### src/rtl/mac_cfg_pkg.sv
`default_nettype none
package mac_cfg_pkg;
   // ****************************************************************
   // Host window and indirect target addresses.
   // ****************************************************************
   localparam logic [7:0] HOST_TARGET_SEL = 8'h0a;
   localparam logic [7:0] HOST_DATA_HI    = 8'h0b;
   localparam logic [7:0] HOST_DATA_LO    = 8'h0c;
   localparam logic [7:0] HOST_TRIGGER    = 8'h0d;
   localparam logic [7:0] REG_FRAMING     = 8'h01;
   localparam logic [7:0] REG_B2B_GAP     = 8'h02;
   localparam logic [7:0] REG_NC_GAP      = 8'h03;
   localparam logic [7:0] REG_CW_RETRY    = 8'h04;
   localparam logic [7:0] REG_RX_LIMIT    = 8'h05;
   localparam logic [7:0] REG_STA0        = 8'h10;
   localparam logic [7:0] REG_STA1        = 8'h11;
   localparam logic [7:0] REG_STA2        = 8'h12;
   // ****************************************************************
   // Writable-bit masks and reset values.
   // ****************************************************************
   localparam logic [15:0] MASK_FRAMING  = 16'h73fb;
   localparam logic [15:0] MASK_B2B_GAP  = 16'h007f;
   localparam logic [15:0] MASK_NC_GAP   = 16'h7f7f;
   localparam logic [15:0] MASK_CW_RETRY = 16'h3f0f;
   localparam logic [15:0] MASK_FULL     = 16'hffff;
   localparam logic [15:0] RST_ZERO      = 16'h0000;
   localparam logic [15:0] RST_CW_RETRY  = 16'h370f;
   localparam logic [15:0] RST_RX_LIMIT  = 16'h0600;
   // ****************************************************************
   // Field positions.
   // ****************************************************************
   localparam int FC_FULL_DUPLEX = 0;
   localparam int FC_LEN_CHECK   = 1;
   localparam int FC_PREFIX      = 3;
   localparam int FC_CRC         = 4;
   localparam int FC_FILL        = 5;
   localparam int FC_PAD_LO      = 6;
   localparam int FC_PAD_HI      = 7;
   localparam int GAP_LSB        = 0;
   localparam int GAP_MSB        = 6;
   localparam int CSW_LSB        = 8;
   localparam int CSW_MSB        = 14;
   localparam int CW_LSB         = 8;
   localparam int CW_MSB         = 13;
   localparam int RETRY_LSB      = 0;
   localparam int RETRY_MSB      = 3;
   // ****************************************************************
   // Frame sizes and timing.
   // ****************************************************************
   localparam logic [15:0] PAD_SHORT      = 16'h003c;
   localparam logic [15:0] PAD_LONG       = 16'h0040;
   localparam logic [15:0] PREFIX_BYTES   = 16'h0004;
   localparam logic [15:0] MAX_LEN_FIELD  = 16'h05dc;
   localparam logic [7:0]  GAP_OFS_FULL   = 8'h03;
   localparam logic [7:0]  GAP_OFS_HALF   = 8'h06;
   localparam int          CLK_PERIOD_NS  = 10;
   localparam int          GAP_UNIT_NS    = 460;
   localparam int          GAP_UNIT_CYC   = (GAP_UNIT_NS + CLK_PERIOD_NS - 1) / CLK_PERIOD_NS;
   // ****************************************************************
   // Carriers.
   // ****************************************************************
   typedef struct packed {
      logic       wr;
      logic       rd;
      logic [7:0] addr;
      logic [7:0] wdata;
   } host_req_t;
   typedef struct packed {
      logic        valid;
      logic        is_tx;
      logic [15:0] len;
      logic [15:0] type_len;
   } frame_chk_t;
   typedef struct packed {
      logic        full_duplex;
      logic        crc_append;
      logic        crc_check;
      logic [2:0]  crc_skip_bytes;
      logic [6:0]  cs_window;
      logic [15:0] rx_limit;
      logic [47:0] station_addr;
   } cfg_t;
   typedef enum logic [0:0] {
      GAP_IDLE = 1'b0,
      GAP_WAIT = 1'b1
   } gap_state_t;
endpackage : mac_cfg_pkg
`default_nettype wire

### src/rtl/mac_frame_config_regs.sv
// Function
// - Fill disabled means no padding; CRC bit chooses append or check.
// - Pad mode 00 with fill and CRC pads short frames to 60.
// - Pad mode low bit set pads short frames to 64, high bit ignored.
// - Pad mode 10 pads untagged to 60 and VLAN tagged to 64.
// - Vendor prefix select skips first four bytes in CRC.
// - Length check compares frame length with Length/Type when it is a length.
// - Duplex select bit zero is half duplex, one is full duplex.
// - Enforce a minimum idle gap after each transmitted frame.
// - Carrier sense window is bits 14..8, not above part two.
// - Non-back-to-back gap part two is bits 6..0.
// - Collision window counts bytes from start, resets to 0x37.
// - Retransmit limit exceeded aborts the frame for excessive collisions.
// - Receive length limit is sixteen bits, reset 1536.
// - Address words 0 and 1 hold octets 6,5 and 4,3.
// - Reserved bits read zero and software writes zero.
// - Indirect access via target, data bytes and trigger register.
// - Address word 2 holds octet 2 high, octet 1 low.
`default_nettype none
module mac_frame_config_regs (
   input  wire logic                     sys_clk,
   input  wire logic                     nrst,
   input  wire mac_cfg_pkg::host_req_t   host_req,
   output logic [7:0]                    host_rdata_r,
   input  wire logic                     tx_len_req,
   input  wire logic [15:0]              tx_len,
   input  wire logic                     tx_vlan_tagged,
   output logic [15:0]                   tx_fill_count_r,
   output logic [7:0]                    tx_fill_data_r,
   input  wire mac_cfg_pkg::frame_chk_t  frame_chk,
   output logic                          tx_len_mismatch_r,
   output logic                          rx_len_mismatch_r,
   output logic                          rx_too_long_r,
   input  wire logic                     tx_frame_start,
   input  wire logic                     tx_frame_end,
   input  wire logic                     tx_back_to_back,
   input  wire logic                     tx_byte,
   input  wire logic                     tx_collision,
   output logic                          tx_gap_ok,
   output logic                          tx_cw_open_r,
   output logic                          tx_abort_r,
   output var mac_cfg_pkg::cfg_t         cfg
);
   // ****************************************************************
   // Host window and indirect registers.
   // ****************************************************************
   logic [7:0]  target_r;
   logic [7:0]  data_hi_r;
   logic [7:0]  data_lo_r;
   logic [15:0] framing_r;
   logic [15:0] b2b_gap_r;
   logic [15:0] nc_gap_r;
   logic [15:0] cw_retry_r;
   logic [15:0] rx_limit_r;
   logic [15:0] sta0_r;
   logic [15:0] sta1_r;
   logic [15:0] sta2_r;
   logic [15:0] target_val;
   logic [15:0] wdata16;
   logic        ind_wr;
   logic        ind_rd;

   assign wdata16 = {data_hi_r, data_lo_r};
   assign ind_wr  = host_req.wr && (host_req.addr == mac_cfg_pkg::HOST_TRIGGER);
   assign ind_rd  = host_req.rd && (host_req.addr == mac_cfg_pkg::HOST_TRIGGER);

   always_comb begin
      case (target_r)
         mac_cfg_pkg::REG_FRAMING:  target_val = framing_r;
         mac_cfg_pkg::REG_B2B_GAP:  target_val = b2b_gap_r;
         mac_cfg_pkg::REG_NC_GAP:   target_val = nc_gap_r;
         mac_cfg_pkg::REG_CW_RETRY: target_val = cw_retry_r;
         mac_cfg_pkg::REG_RX_LIMIT: target_val = rx_limit_r;
         mac_cfg_pkg::REG_STA0:     target_val = sta0_r;
         mac_cfg_pkg::REG_STA1:     target_val = sta1_r;
         mac_cfg_pkg::REG_STA2:     target_val = sta2_r;
         default:                   target_val = mac_cfg_pkg::RST_ZERO;
      endcase
   end

   always_ff @(posedge sys_clk or negedge nrst) begin
      if (!nrst) begin
         target_r  <= 8'h00;
         data_hi_r <= 8'h00;
         data_lo_r <= 8'h00;
      end else if (ind_rd) begin
         {data_hi_r, data_lo_r} <= target_val;
      end else if (host_req.wr) begin
         case (host_req.addr)
            mac_cfg_pkg::HOST_TARGET_SEL: target_r  <= host_req.wdata;
            mac_cfg_pkg::HOST_DATA_HI:    data_hi_r <= host_req.wdata;
            mac_cfg_pkg::HOST_DATA_LO:    data_lo_r <= host_req.wdata;
            default:                      target_r  <= target_r;
         endcase
      end
   end

   // Masking on write keeps reserved bits at zero whatever software sends.
   always_ff @(posedge sys_clk or negedge nrst) begin
      if (!nrst) begin
         framing_r  <= mac_cfg_pkg::RST_ZERO;
         b2b_gap_r  <= mac_cfg_pkg::RST_ZERO;
         nc_gap_r   <= mac_cfg_pkg::RST_ZERO;
         cw_retry_r <= mac_cfg_pkg::RST_CW_RETRY;
         rx_limit_r <= mac_cfg_pkg::RST_RX_LIMIT;
         sta0_r     <= mac_cfg_pkg::RST_ZERO;
         sta1_r     <= mac_cfg_pkg::RST_ZERO;
         sta2_r     <= mac_cfg_pkg::RST_ZERO;
      end else if (ind_wr) begin
         case (target_r)
            mac_cfg_pkg::REG_FRAMING:  framing_r  <= wdata16 & mac_cfg_pkg::MASK_FRAMING;
            mac_cfg_pkg::REG_B2B_GAP:  b2b_gap_r  <= wdata16 & mac_cfg_pkg::MASK_B2B_GAP;
            mac_cfg_pkg::REG_NC_GAP:   nc_gap_r   <= wdata16 & mac_cfg_pkg::MASK_NC_GAP;
            mac_cfg_pkg::REG_CW_RETRY: cw_retry_r <= wdata16 & mac_cfg_pkg::MASK_CW_RETRY;
            mac_cfg_pkg::REG_RX_LIMIT: rx_limit_r <= wdata16 & mac_cfg_pkg::MASK_FULL;
            mac_cfg_pkg::REG_STA0:     sta0_r     <= wdata16 & mac_cfg_pkg::MASK_FULL;
            mac_cfg_pkg::REG_STA1:     sta1_r     <= wdata16 & mac_cfg_pkg::MASK_FULL;
            mac_cfg_pkg::REG_STA2:     sta2_r     <= wdata16 & mac_cfg_pkg::MASK_FULL;
            default:                   sta2_r     <= sta2_r;
         endcase
      end
   end

   always_ff @(posedge sys_clk or negedge nrst) begin
      if (!nrst) begin
         host_rdata_r <= 8'h00;
      end else if (host_req.rd) begin
         case (host_req.addr)
            mac_cfg_pkg::HOST_TARGET_SEL: host_rdata_r <= target_r;
            mac_cfg_pkg::HOST_DATA_HI:    host_rdata_r <= data_hi_r;
            mac_cfg_pkg::HOST_DATA_LO:    host_rdata_r <= data_lo_r;
            default:                      host_rdata_r <= 8'h00;
         endcase
      end
   end

   // ****************************************************************
   // Configuration outputs.
   // ****************************************************************
   logic fill_on;
   logic pad_lo;
   logic pad_hi;

   assign fill_on = framing_r[mac_cfg_pkg::FC_FILL] && framing_r[mac_cfg_pkg::FC_CRC];
   assign pad_lo  = framing_r[mac_cfg_pkg::FC_PAD_LO];
   assign pad_hi  = framing_r[mac_cfg_pkg::FC_PAD_HI];

   assign cfg.full_duplex    = framing_r[mac_cfg_pkg::FC_FULL_DUPLEX];
   assign cfg.crc_append     = framing_r[mac_cfg_pkg::FC_CRC];
   assign cfg.crc_check      = !framing_r[mac_cfg_pkg::FC_CRC];
   assign cfg.crc_skip_bytes = framing_r[mac_cfg_pkg::FC_PREFIX] ?
                               mac_cfg_pkg::PREFIX_BYTES[2:0] : 3'h0;
   assign cfg.cs_window      = nc_gap_r[mac_cfg_pkg::CSW_MSB:mac_cfg_pkg::CSW_LSB];
   assign cfg.rx_limit       = rx_limit_r;
   assign cfg.station_addr   = {sta2_r[7:0], sta2_r[15:8], sta1_r[7:0], sta1_r[15:8],
                                sta0_r[7:0], sta0_r[15:8]};

   // ****************************************************************
   // Short frame fill.
   // ****************************************************************
   logic [15:0] pad_min;
   logic [15:0] body_len;

   always_comb begin
      if (!fill_on) begin
         pad_min = 16'h0000;
      end else if (pad_lo) begin
         pad_min = mac_cfg_pkg::PAD_LONG;
      end else if (pad_hi) begin
         pad_min = tx_vlan_tagged ? mac_cfg_pkg::PAD_LONG : mac_cfg_pkg::PAD_SHORT;
      end else begin
         pad_min = mac_cfg_pkg::PAD_SHORT;
      end
   end

   // The vendor prefix is not part of the 802.3 frame, so it does not count toward the minimum.
   assign body_len = (framing_r[mac_cfg_pkg::FC_PREFIX] && tx_len >= mac_cfg_pkg::PREFIX_BYTES) ?
                     tx_len - mac_cfg_pkg::PREFIX_BYTES : tx_len;

   always_ff @(posedge sys_clk or negedge nrst) begin
      if (!nrst) begin
         tx_fill_count_r <= 16'h0000;
         tx_fill_data_r  <= 8'h00;
      end else if (tx_len_req) begin
         tx_fill_count_r <= (body_len < pad_min) ? pad_min - body_len : 16'h0000;
         tx_fill_data_r  <= 8'h00;
      end
   end

   // ****************************************************************
   // Length checks.
   // ****************************************************************
   logic len_bad;
   assign len_bad = framing_r[mac_cfg_pkg::FC_LEN_CHECK] && frame_chk.valid &&
                    (frame_chk.type_len <= mac_cfg_pkg::MAX_LEN_FIELD) &&
                    (frame_chk.type_len != frame_chk.len);

   always_ff @(posedge sys_clk or negedge nrst) begin
      if (!nrst) begin
         tx_len_mismatch_r <= 1'b0;
         rx_len_mismatch_r <= 1'b0;
         rx_too_long_r     <= 1'b0;
      end else begin
         tx_len_mismatch_r <= len_bad && frame_chk.is_tx;
         rx_len_mismatch_r <= len_bad && !frame_chk.is_tx;
         rx_too_long_r     <= frame_chk.valid && !frame_chk.is_tx &&
                              (frame_chk.len > rx_limit_r);
      end
   end

   // ****************************************************************
   // Inter-frame gap timer.
   // ****************************************************************
   mac_cfg_pkg::gap_state_t gap_state_r;
   logic [7:0]              gap_units_r;
   logic [7:0]              div_r;
   logic [7:0]              b2b_units;

   assign b2b_units = {1'b0, b2b_gap_r[mac_cfg_pkg::GAP_MSB:mac_cfg_pkg::GAP_LSB]} +
                      (cfg.full_duplex ? mac_cfg_pkg::GAP_OFS_FULL : mac_cfg_pkg::GAP_OFS_HALF);
   assign tx_gap_ok = (gap_state_r == mac_cfg_pkg::GAP_IDLE);

   always_ff @(posedge sys_clk or negedge nrst) begin
      if (!nrst) begin
         gap_state_r <= mac_cfg_pkg::GAP_IDLE;
         gap_units_r <= 8'h00;
         div_r       <= 8'h00;
      end else if (tx_frame_end) begin
         gap_state_r <= mac_cfg_pkg::GAP_WAIT;
         gap_units_r <= tx_back_to_back ? b2b_units :
                        {1'b0, nc_gap_r[mac_cfg_pkg::GAP_MSB:mac_cfg_pkg::GAP_LSB]};
         div_r       <= 8'h00;
      end else begin
         case (gap_state_r)
            mac_cfg_pkg::GAP_WAIT: begin
               if (gap_units_r == 8'h00) begin
                  gap_state_r <= mac_cfg_pkg::GAP_IDLE;
               end else if (div_r == 8'(mac_cfg_pkg::GAP_UNIT_CYC - 1)) begin
                  div_r       <= 8'h00;
                  gap_units_r <= gap_units_r - 8'h01;
               end else begin
                  div_r <= div_r + 8'h01;
               end
            end
            default: gap_state_r <= mac_cfg_pkg::GAP_IDLE;
         endcase
      end
   end

   // ****************************************************************
   // Collision window and retransmit limit.
   // ****************************************************************
   logic [15:0] tx_bytes_r;
   logic [4:0]  attempts_r;
   logic [3:0]  retry_limit;

   assign retry_limit = cw_retry_r[mac_cfg_pkg::RETRY_MSB:mac_cfg_pkg::RETRY_LSB];

   always_ff @(posedge sys_clk or negedge nrst) begin
      if (!nrst) begin
         tx_bytes_r   <= 16'h0000;
         tx_cw_open_r <= 1'b0;
      end else begin
         if (tx_frame_start) begin
            tx_bytes_r <= 16'h0000;
         end else if (tx_byte && tx_bytes_r != 16'hffff) begin
            tx_bytes_r <= tx_bytes_r + 16'h0001;
         end
         tx_cw_open_r <= tx_bytes_r <
                         {10'h000, cw_retry_r[mac_cfg_pkg::CW_MSB:mac_cfg_pkg::CW_LSB]};
      end
   end

   always_ff @(posedge sys_clk or negedge nrst) begin
      if (!nrst) begin
         attempts_r <= 5'h00;
         tx_abort_r <= 1'b0;
      end else begin
         tx_abort_r <= 1'b0;
         if (tx_frame_start) begin
            attempts_r <= 5'h00;
         end else if (tx_collision) begin
            if (attempts_r >= {1'b0, retry_limit}) begin
               tx_abort_r <= 1'b1;
               attempts_r <= 5'h00;
            end else begin
               attempts_r <= attempts_r + 5'h01;
            end
         end
      end
   end
endmodule : mac_frame_config_regs
`default_nettype wire

### config.mk
export PLATFORM = sky130hd
export DESIGN_NAME = mac_frame_config_regs
export DESIGN_NICKNAME = d
export VERILOG_FILES = /design/src/rtl/mac_cfg_pkg.sv /design/src/rtl/mac_frame_config_regs.sv
export SDC_FILE = /design/constraint.sdc
export NUM_CORES = 1
export LEC_CHECK = 0
export BUFFER_PORTS_ARGS = -buffer_cell sky130_fd_sc_hd__buf_2
export CAP_MARGIN = 10
export CORE_AREA = 2 2 211 213
export CTS_BUF_LIST = sky130_fd_sc_hd__clkbuf_8
export DETAILED_ROUTE_END_ITERATION = 6
export DIE_AREA = 0 0 213 215
export GPL_TIMING_DRIVEN = 0
export SLEW_MARGIN = 20
export SYNTH_ARGS = -nofsm -noshare
export SYNTH_HDL_FRONTEND = slang
export SYNTH_SLANG_ARGS = --single-unit
### constraint.sdc
create_clock -name sys_clk -period 6.4 [get_ports sys_clk]
set_input_delay 0.64 -clock sys_clk [delete_from_list [all_inputs] [get_ports sys_clk]]
set_output_delay 0.64 -clock sys_clk [all_outputs]
set_load 0.005 [all_outputs]
# == Word-level counts from Yosys, hierarchy flattened ==
# Cells that the tools add are included.
# word_totals
input_bits,77
register_bits,198
word_cells,125
out_inout_bits,115
# classes
reduce_logical,35
muxes,36
order_cmp,6
bitwise_logic,2
n_eq_ne,16
addsub,7
# op_table
cell,count
one-hot mux 16 bit (8 select lines),1
2-to-1 mux 8 bit,15
2-to-1 mux 16 bit,4
== test 8 x 4 -> 1 bit (second input constant),4
2-to-1 mux 7 bit,4
== test 8 x 5 -> 1 bit (second input constant),3
one-hot mux 8 bit (3 select lines),1
AND reduction 2 bit,11
adder 16 x 1 -> 16 bit (second input constant),1
== test 8 x 2 -> 1 bit (second input constant),2
== test 8 x 3 -> 1 bit (second input constant),2
>= comparator 16 x 3 -> 1 bit (second input constant),1
> comparator 16 bit,1
less-or-equal comparator 16 x 11 -> 1 bit (second input constant),1
less-than comparator 16 bit,1
less-than comparator 16 x 6 -> 1 bit,1
!= test 16 bit,1
!= test 16 bit (second input constant),1
subtractor 16 bit,1
subtractor 16 x 3 -> 16 bit (second input constant),1
2-to-1 mux 5 bit,3
nonzero test 2 bit,7
logical AND 1 bit,12
adder 7 x 3 -> 8 bit,1
other kinds (13),22

# == Depth between registers and ports, before layout ==
# depth
ltp_word,6
mapped_depth,13

# == Worst setup path after synthesis ==
# Ideal clock, no wire load.
# synth_timing
path_type,input -> register
start,in tx_len[2]
end,reg tx_fill_count_r[3]
arrival_time_ns,3.539
slack_ns,2.784
cell_stages,13
setup_ns,0.078
required_time_ns,6.322
cell_sequence,inv_1 ha_1 or3b_2 o41ai_4 nor3_1 xnor2_1 ha_1 o21a_1 o22ai_1 nor3_1 o2111ai_1 a2111o_1 o2bb2ai_1
# synth_between
elab_chain_cells,5
# synth_lines
item,line_no,rtl
from (decl),mac_frame_config_regs.sv:26,"input wire logic [15:0] tx_len,"
>= comparator 16 x 3 -> 1 bit,mac_frame_config_regs.sv:177,assign body_len = (framing_r[mac_cfg_pkg::FC_PREFIX] && tx_len >= mac_cfg_pkg::PREFIX_BYTES) ?
logical AND 1 bit,mac_frame_config_regs.sv:177,
2-to-1 mux 16 bit *,mac_frame_config_regs.sv:177,
subtractor 16 bit or less-than comparator 16 bit (tied branches),mac_frame_config_regs.sv:185,tx_fill_count_r <= (body_len < pad_min) ? pad_min - body_len : 16'h0000;
2-to-1 mux 16 bit *,mac_frame_config_regs.sv:185,
to (signal assigned),mac_frame_config_regs.sv:185,
to (decl),mac_frame_config_regs.sv:28,"output logic [15:0] tx_fill_count_r,"
# Mark *: on every way between the ends. The rest lies on a longest branch, timed or not.
# A chain may end at the register's enable or synchronous reset.

# == Worst setup path after layout ==
# layout_timing
start,in tx_len[2]
end,reg tx_fill_count_r[6]
# The elaborated chain is that of the path after synthesis.

==> metrics.txt <==
Setup crit end kind=flip-flop; required time worst endpoint=6.87 ns; post-route cell area=12,910 µm²; fin nets=1,357; clk_skew=0.01946 ns; largest family of logic cells by synthesized area=multiplexers; Die Height=215 µm; Initial Util=0.2466; vias in the first global route=8,653; XOR/XNOR share of the synthesized area=0.03987; Tot GR Track Use=0.1486; Startpoint Class=input pin; Die Span X=213 µm; Core ar.=43,640 µm²; largest net degree at the start of global routing=86; RSZ-0062 raised after global routing=false; status=finished, final reports clean; Boundary Pins=192; count leader, synth=dfrtp_1; Max VDD drop=0.0002053 V; mux cell area share after synthesis=0.1424; synth warn=0; WL/cell=18.24 µm; TNS Setup=0 ns; CP Data Arrival Time=4.05 ns; post-synthesis sequential area ratio=0.4616; Most used DFF post-synth=dfrtp_1; fmax=279.2 MHz; Mean Syn Cell Area=10.45 µm²; post-synthesis simple-gate area fraction=0.1289; drt first-iter violations=709; final setup fails=0; Post-Route WL=33,650 µm; drt drc=0; Mapped Cells=1,030; share of post-route cells with drive strength above 1=0.3043; Rows=77; worst-path fanout max=9; clk buf depth=2; CTS tree=yes; first-pass GRT wire length=51,340 µm; area of the mapped netlist=10,760 µm²; synth top area cells=dfrtp_1 43%, mux2_2 12%, ha_1 4.8%; Syn-to-layout area delta=19.92%; Storage cell area=4969 µm²; total grt overflow=0; Slew HR=0.2868; Routed Antenna Nets=0; fin crit share=0.5596; fillers=4,569; post-synthesis compound-gate area fraction=0.1290; Placed Area=12,500 µm²; #FFs+latches synth=198; DIE AREA=45,800 µm²; Post-CTS Setup Bufs=0; post-DR vias/cell=4.805; Worst Slack Setup Final=2.819 ns; Clock Root Buffer=clkbuf_8; pre-CTS WS=2.264 ns; Final Power=2.392 mW; Pins Over Slew Limit=0; Setup Crit Path Kind=in2reg; placer congestion estimate=0.8645; Clock transition at path regs=0.10 ns; PD cells=185.3 nW/µm²; fin util=0.2958; top cell type's share of synthesized area=0.4347; Vias=8,866; H-tree depth=4; IO Port Bufs=178; Yosys top cell by area=dfrtp_1; Synth Area in Adders=0.04766; initial antenna violation count=1; worst-skew pair later-pin latency=0.56 ns; Post-synth EDFFs=0; Synth top cells by count=187 x dfrtp_1, 117 x mux2_2, 88 x nand2_1; ys async rst share=1.000; Netlist cell types=69; Num CTS Buffers=17; Sink Count=198; area of the multi-input gates=5290 µm²; Detailed Place HPWL=25,910 µm; final hold violations=0; Hold Path Class=in2reg; TritonRoute pass-1 iters=5; Lkg Pwr=6.204 nW; max cap viols=0; Worst-Margin Slew=1.067 ns; Final min period=3.581 ns
==> where the power goes <==
group          total (mW)  internal [mW]  switching, mW
clock               0.843          0.325          0.519
sequential           1.32           1.27         0.0432
combinational       0.233         0.0881          0.145
==> routing by layer <==
metal	GRT usage	up-vias	share of wire
met4	0.05664	0	0.026
met5	0	-	0
li1	-	4116	-
met2	0.2404	290	0.48
met1	0.1846	4409	0.42
met3	0.04530	51	0.076
==> cells in the final DEF, fill, tap and decap left out, types with 5 or more instances in the layout <==
cell type / count
nand2b_1: 9
nor2_1: 44
nand3_1: 24
dfstp_2: 11
or3_1: 11
a21o_1: 10
inv_1: 62
inv_8: 5
a21oi_1: 30
o21ai_0: 79
buf_4: 21
o22ai_1: 10
xor2_1: 27
buf_2: 183
nor3_1: 16
a22oi_1: 10
nand4_1: 13
a221oi_1: 8
conb_1: 10
xnor2_1: 22
nor4_1: 17
mux2_2: 117
nand2_1: 88
o31ai_1: 5
ha_1: 41
nor2b_1: 15
and3_1: 7
o2bb2ai_1: 12
clkbuf_8: 17
a222oi_1: 9
dfrtp_1: 187
clkbuf_1: 32
mux2i_1: 20
==> final cells by class <==
| cell class | count | area share |
|---|---|---|
| clock buffers | 17 | 0.01813 |
| diodes | 1 | 0.0001939 |
| plain buffers | 60 | 0.02413 |
| inverters | 61 | 0.01774 |
| repair buffers | 181 | 0.07483 |
| flip-flops and latches | 198 | 0.3849 |
| multi-input cells | 720 | 0.4098 |
| clock inverters | 15 | 0.01289 |
| well taps | 592 | 0.05738 |
==> path summary, 6_finish.rpt <==
kind | from | to | slack [ns] | cells past startpoint
max | tx_len[2] | tx_fill_count_r[6] | 2.82 | 14
min | frame_chk[32] | rx_len_mismatch_r | 0.26 | 2
max reg2reg | target_r[6] | framing_r[13] | 2.90 | 5
min reg2reg | tx_fill_count_r[4] | tx_fill_count_r[4] | 0.49 | 1
max in group asynchronous | nrst | tx_fill_count_r[14] | 4.70 | 4
min in group asynchronous | nrst | sta0_r[12] | 0.55 | 2
==> registers in the layout, indices dropped and copies added (netlist names), 7 cells and up <==
signal           count
framing_r           12
div_r                8
tx_bytes_r          16
tx_fill_count_r     16
data_lo_r            8
target_r             8
rx_limit_r          16
nc_gap_r            14
sta1_r              16
host_rdata_r         8
b2b_gap_r            7
cw_retry_r          10
sta0_r              16
gap_units_r          8
data_hi_r            8
sta2_r              16
==> critical path, cell delays in order <==
cell and delay (ns):
buf_2 0.11, inv_1 0.11, ha_1 0.25, or3b_2 0.52, o41ai_4 0.61, nor3_1 0.13
xnor2_1 0.17, ha_1 0.36, o21a_1 0.14, o22ai_1 0.08, nor3_1 0.13, o2111ai_1 0.14
a2111o_1 0.50, o2bb2ai_1 0.18
==> logic make-up (layout without fill, tap and decap cells) <==
family,Yosys count,count (layout)
simple gates,272,272
compound gates,210,210
flops,198,198
mux,138,138
buf+inv,121,334
xor+xnor,49,49
fa+ha+maj,41,41
other cells,1,11
==> per-stage QoR <==
step / hold slack, ns / instances
floorplan: 0.3444 / 1039
global route: 0.2382 / 1844
global placement: 0.4651 / 1809
CTS: 0.1876 / 1844
detailed placement: 0.4721 / 1811
finish: 0.2612 / 1845
==> timing repair <==
item / 4_1_cts / 5_1_grt
hold buffers: 1 / 0
hold endpoints to repair: 38 / 0
resized for setup: 0 / 0
Note: power is estimated with default switching activity, not from simulation.
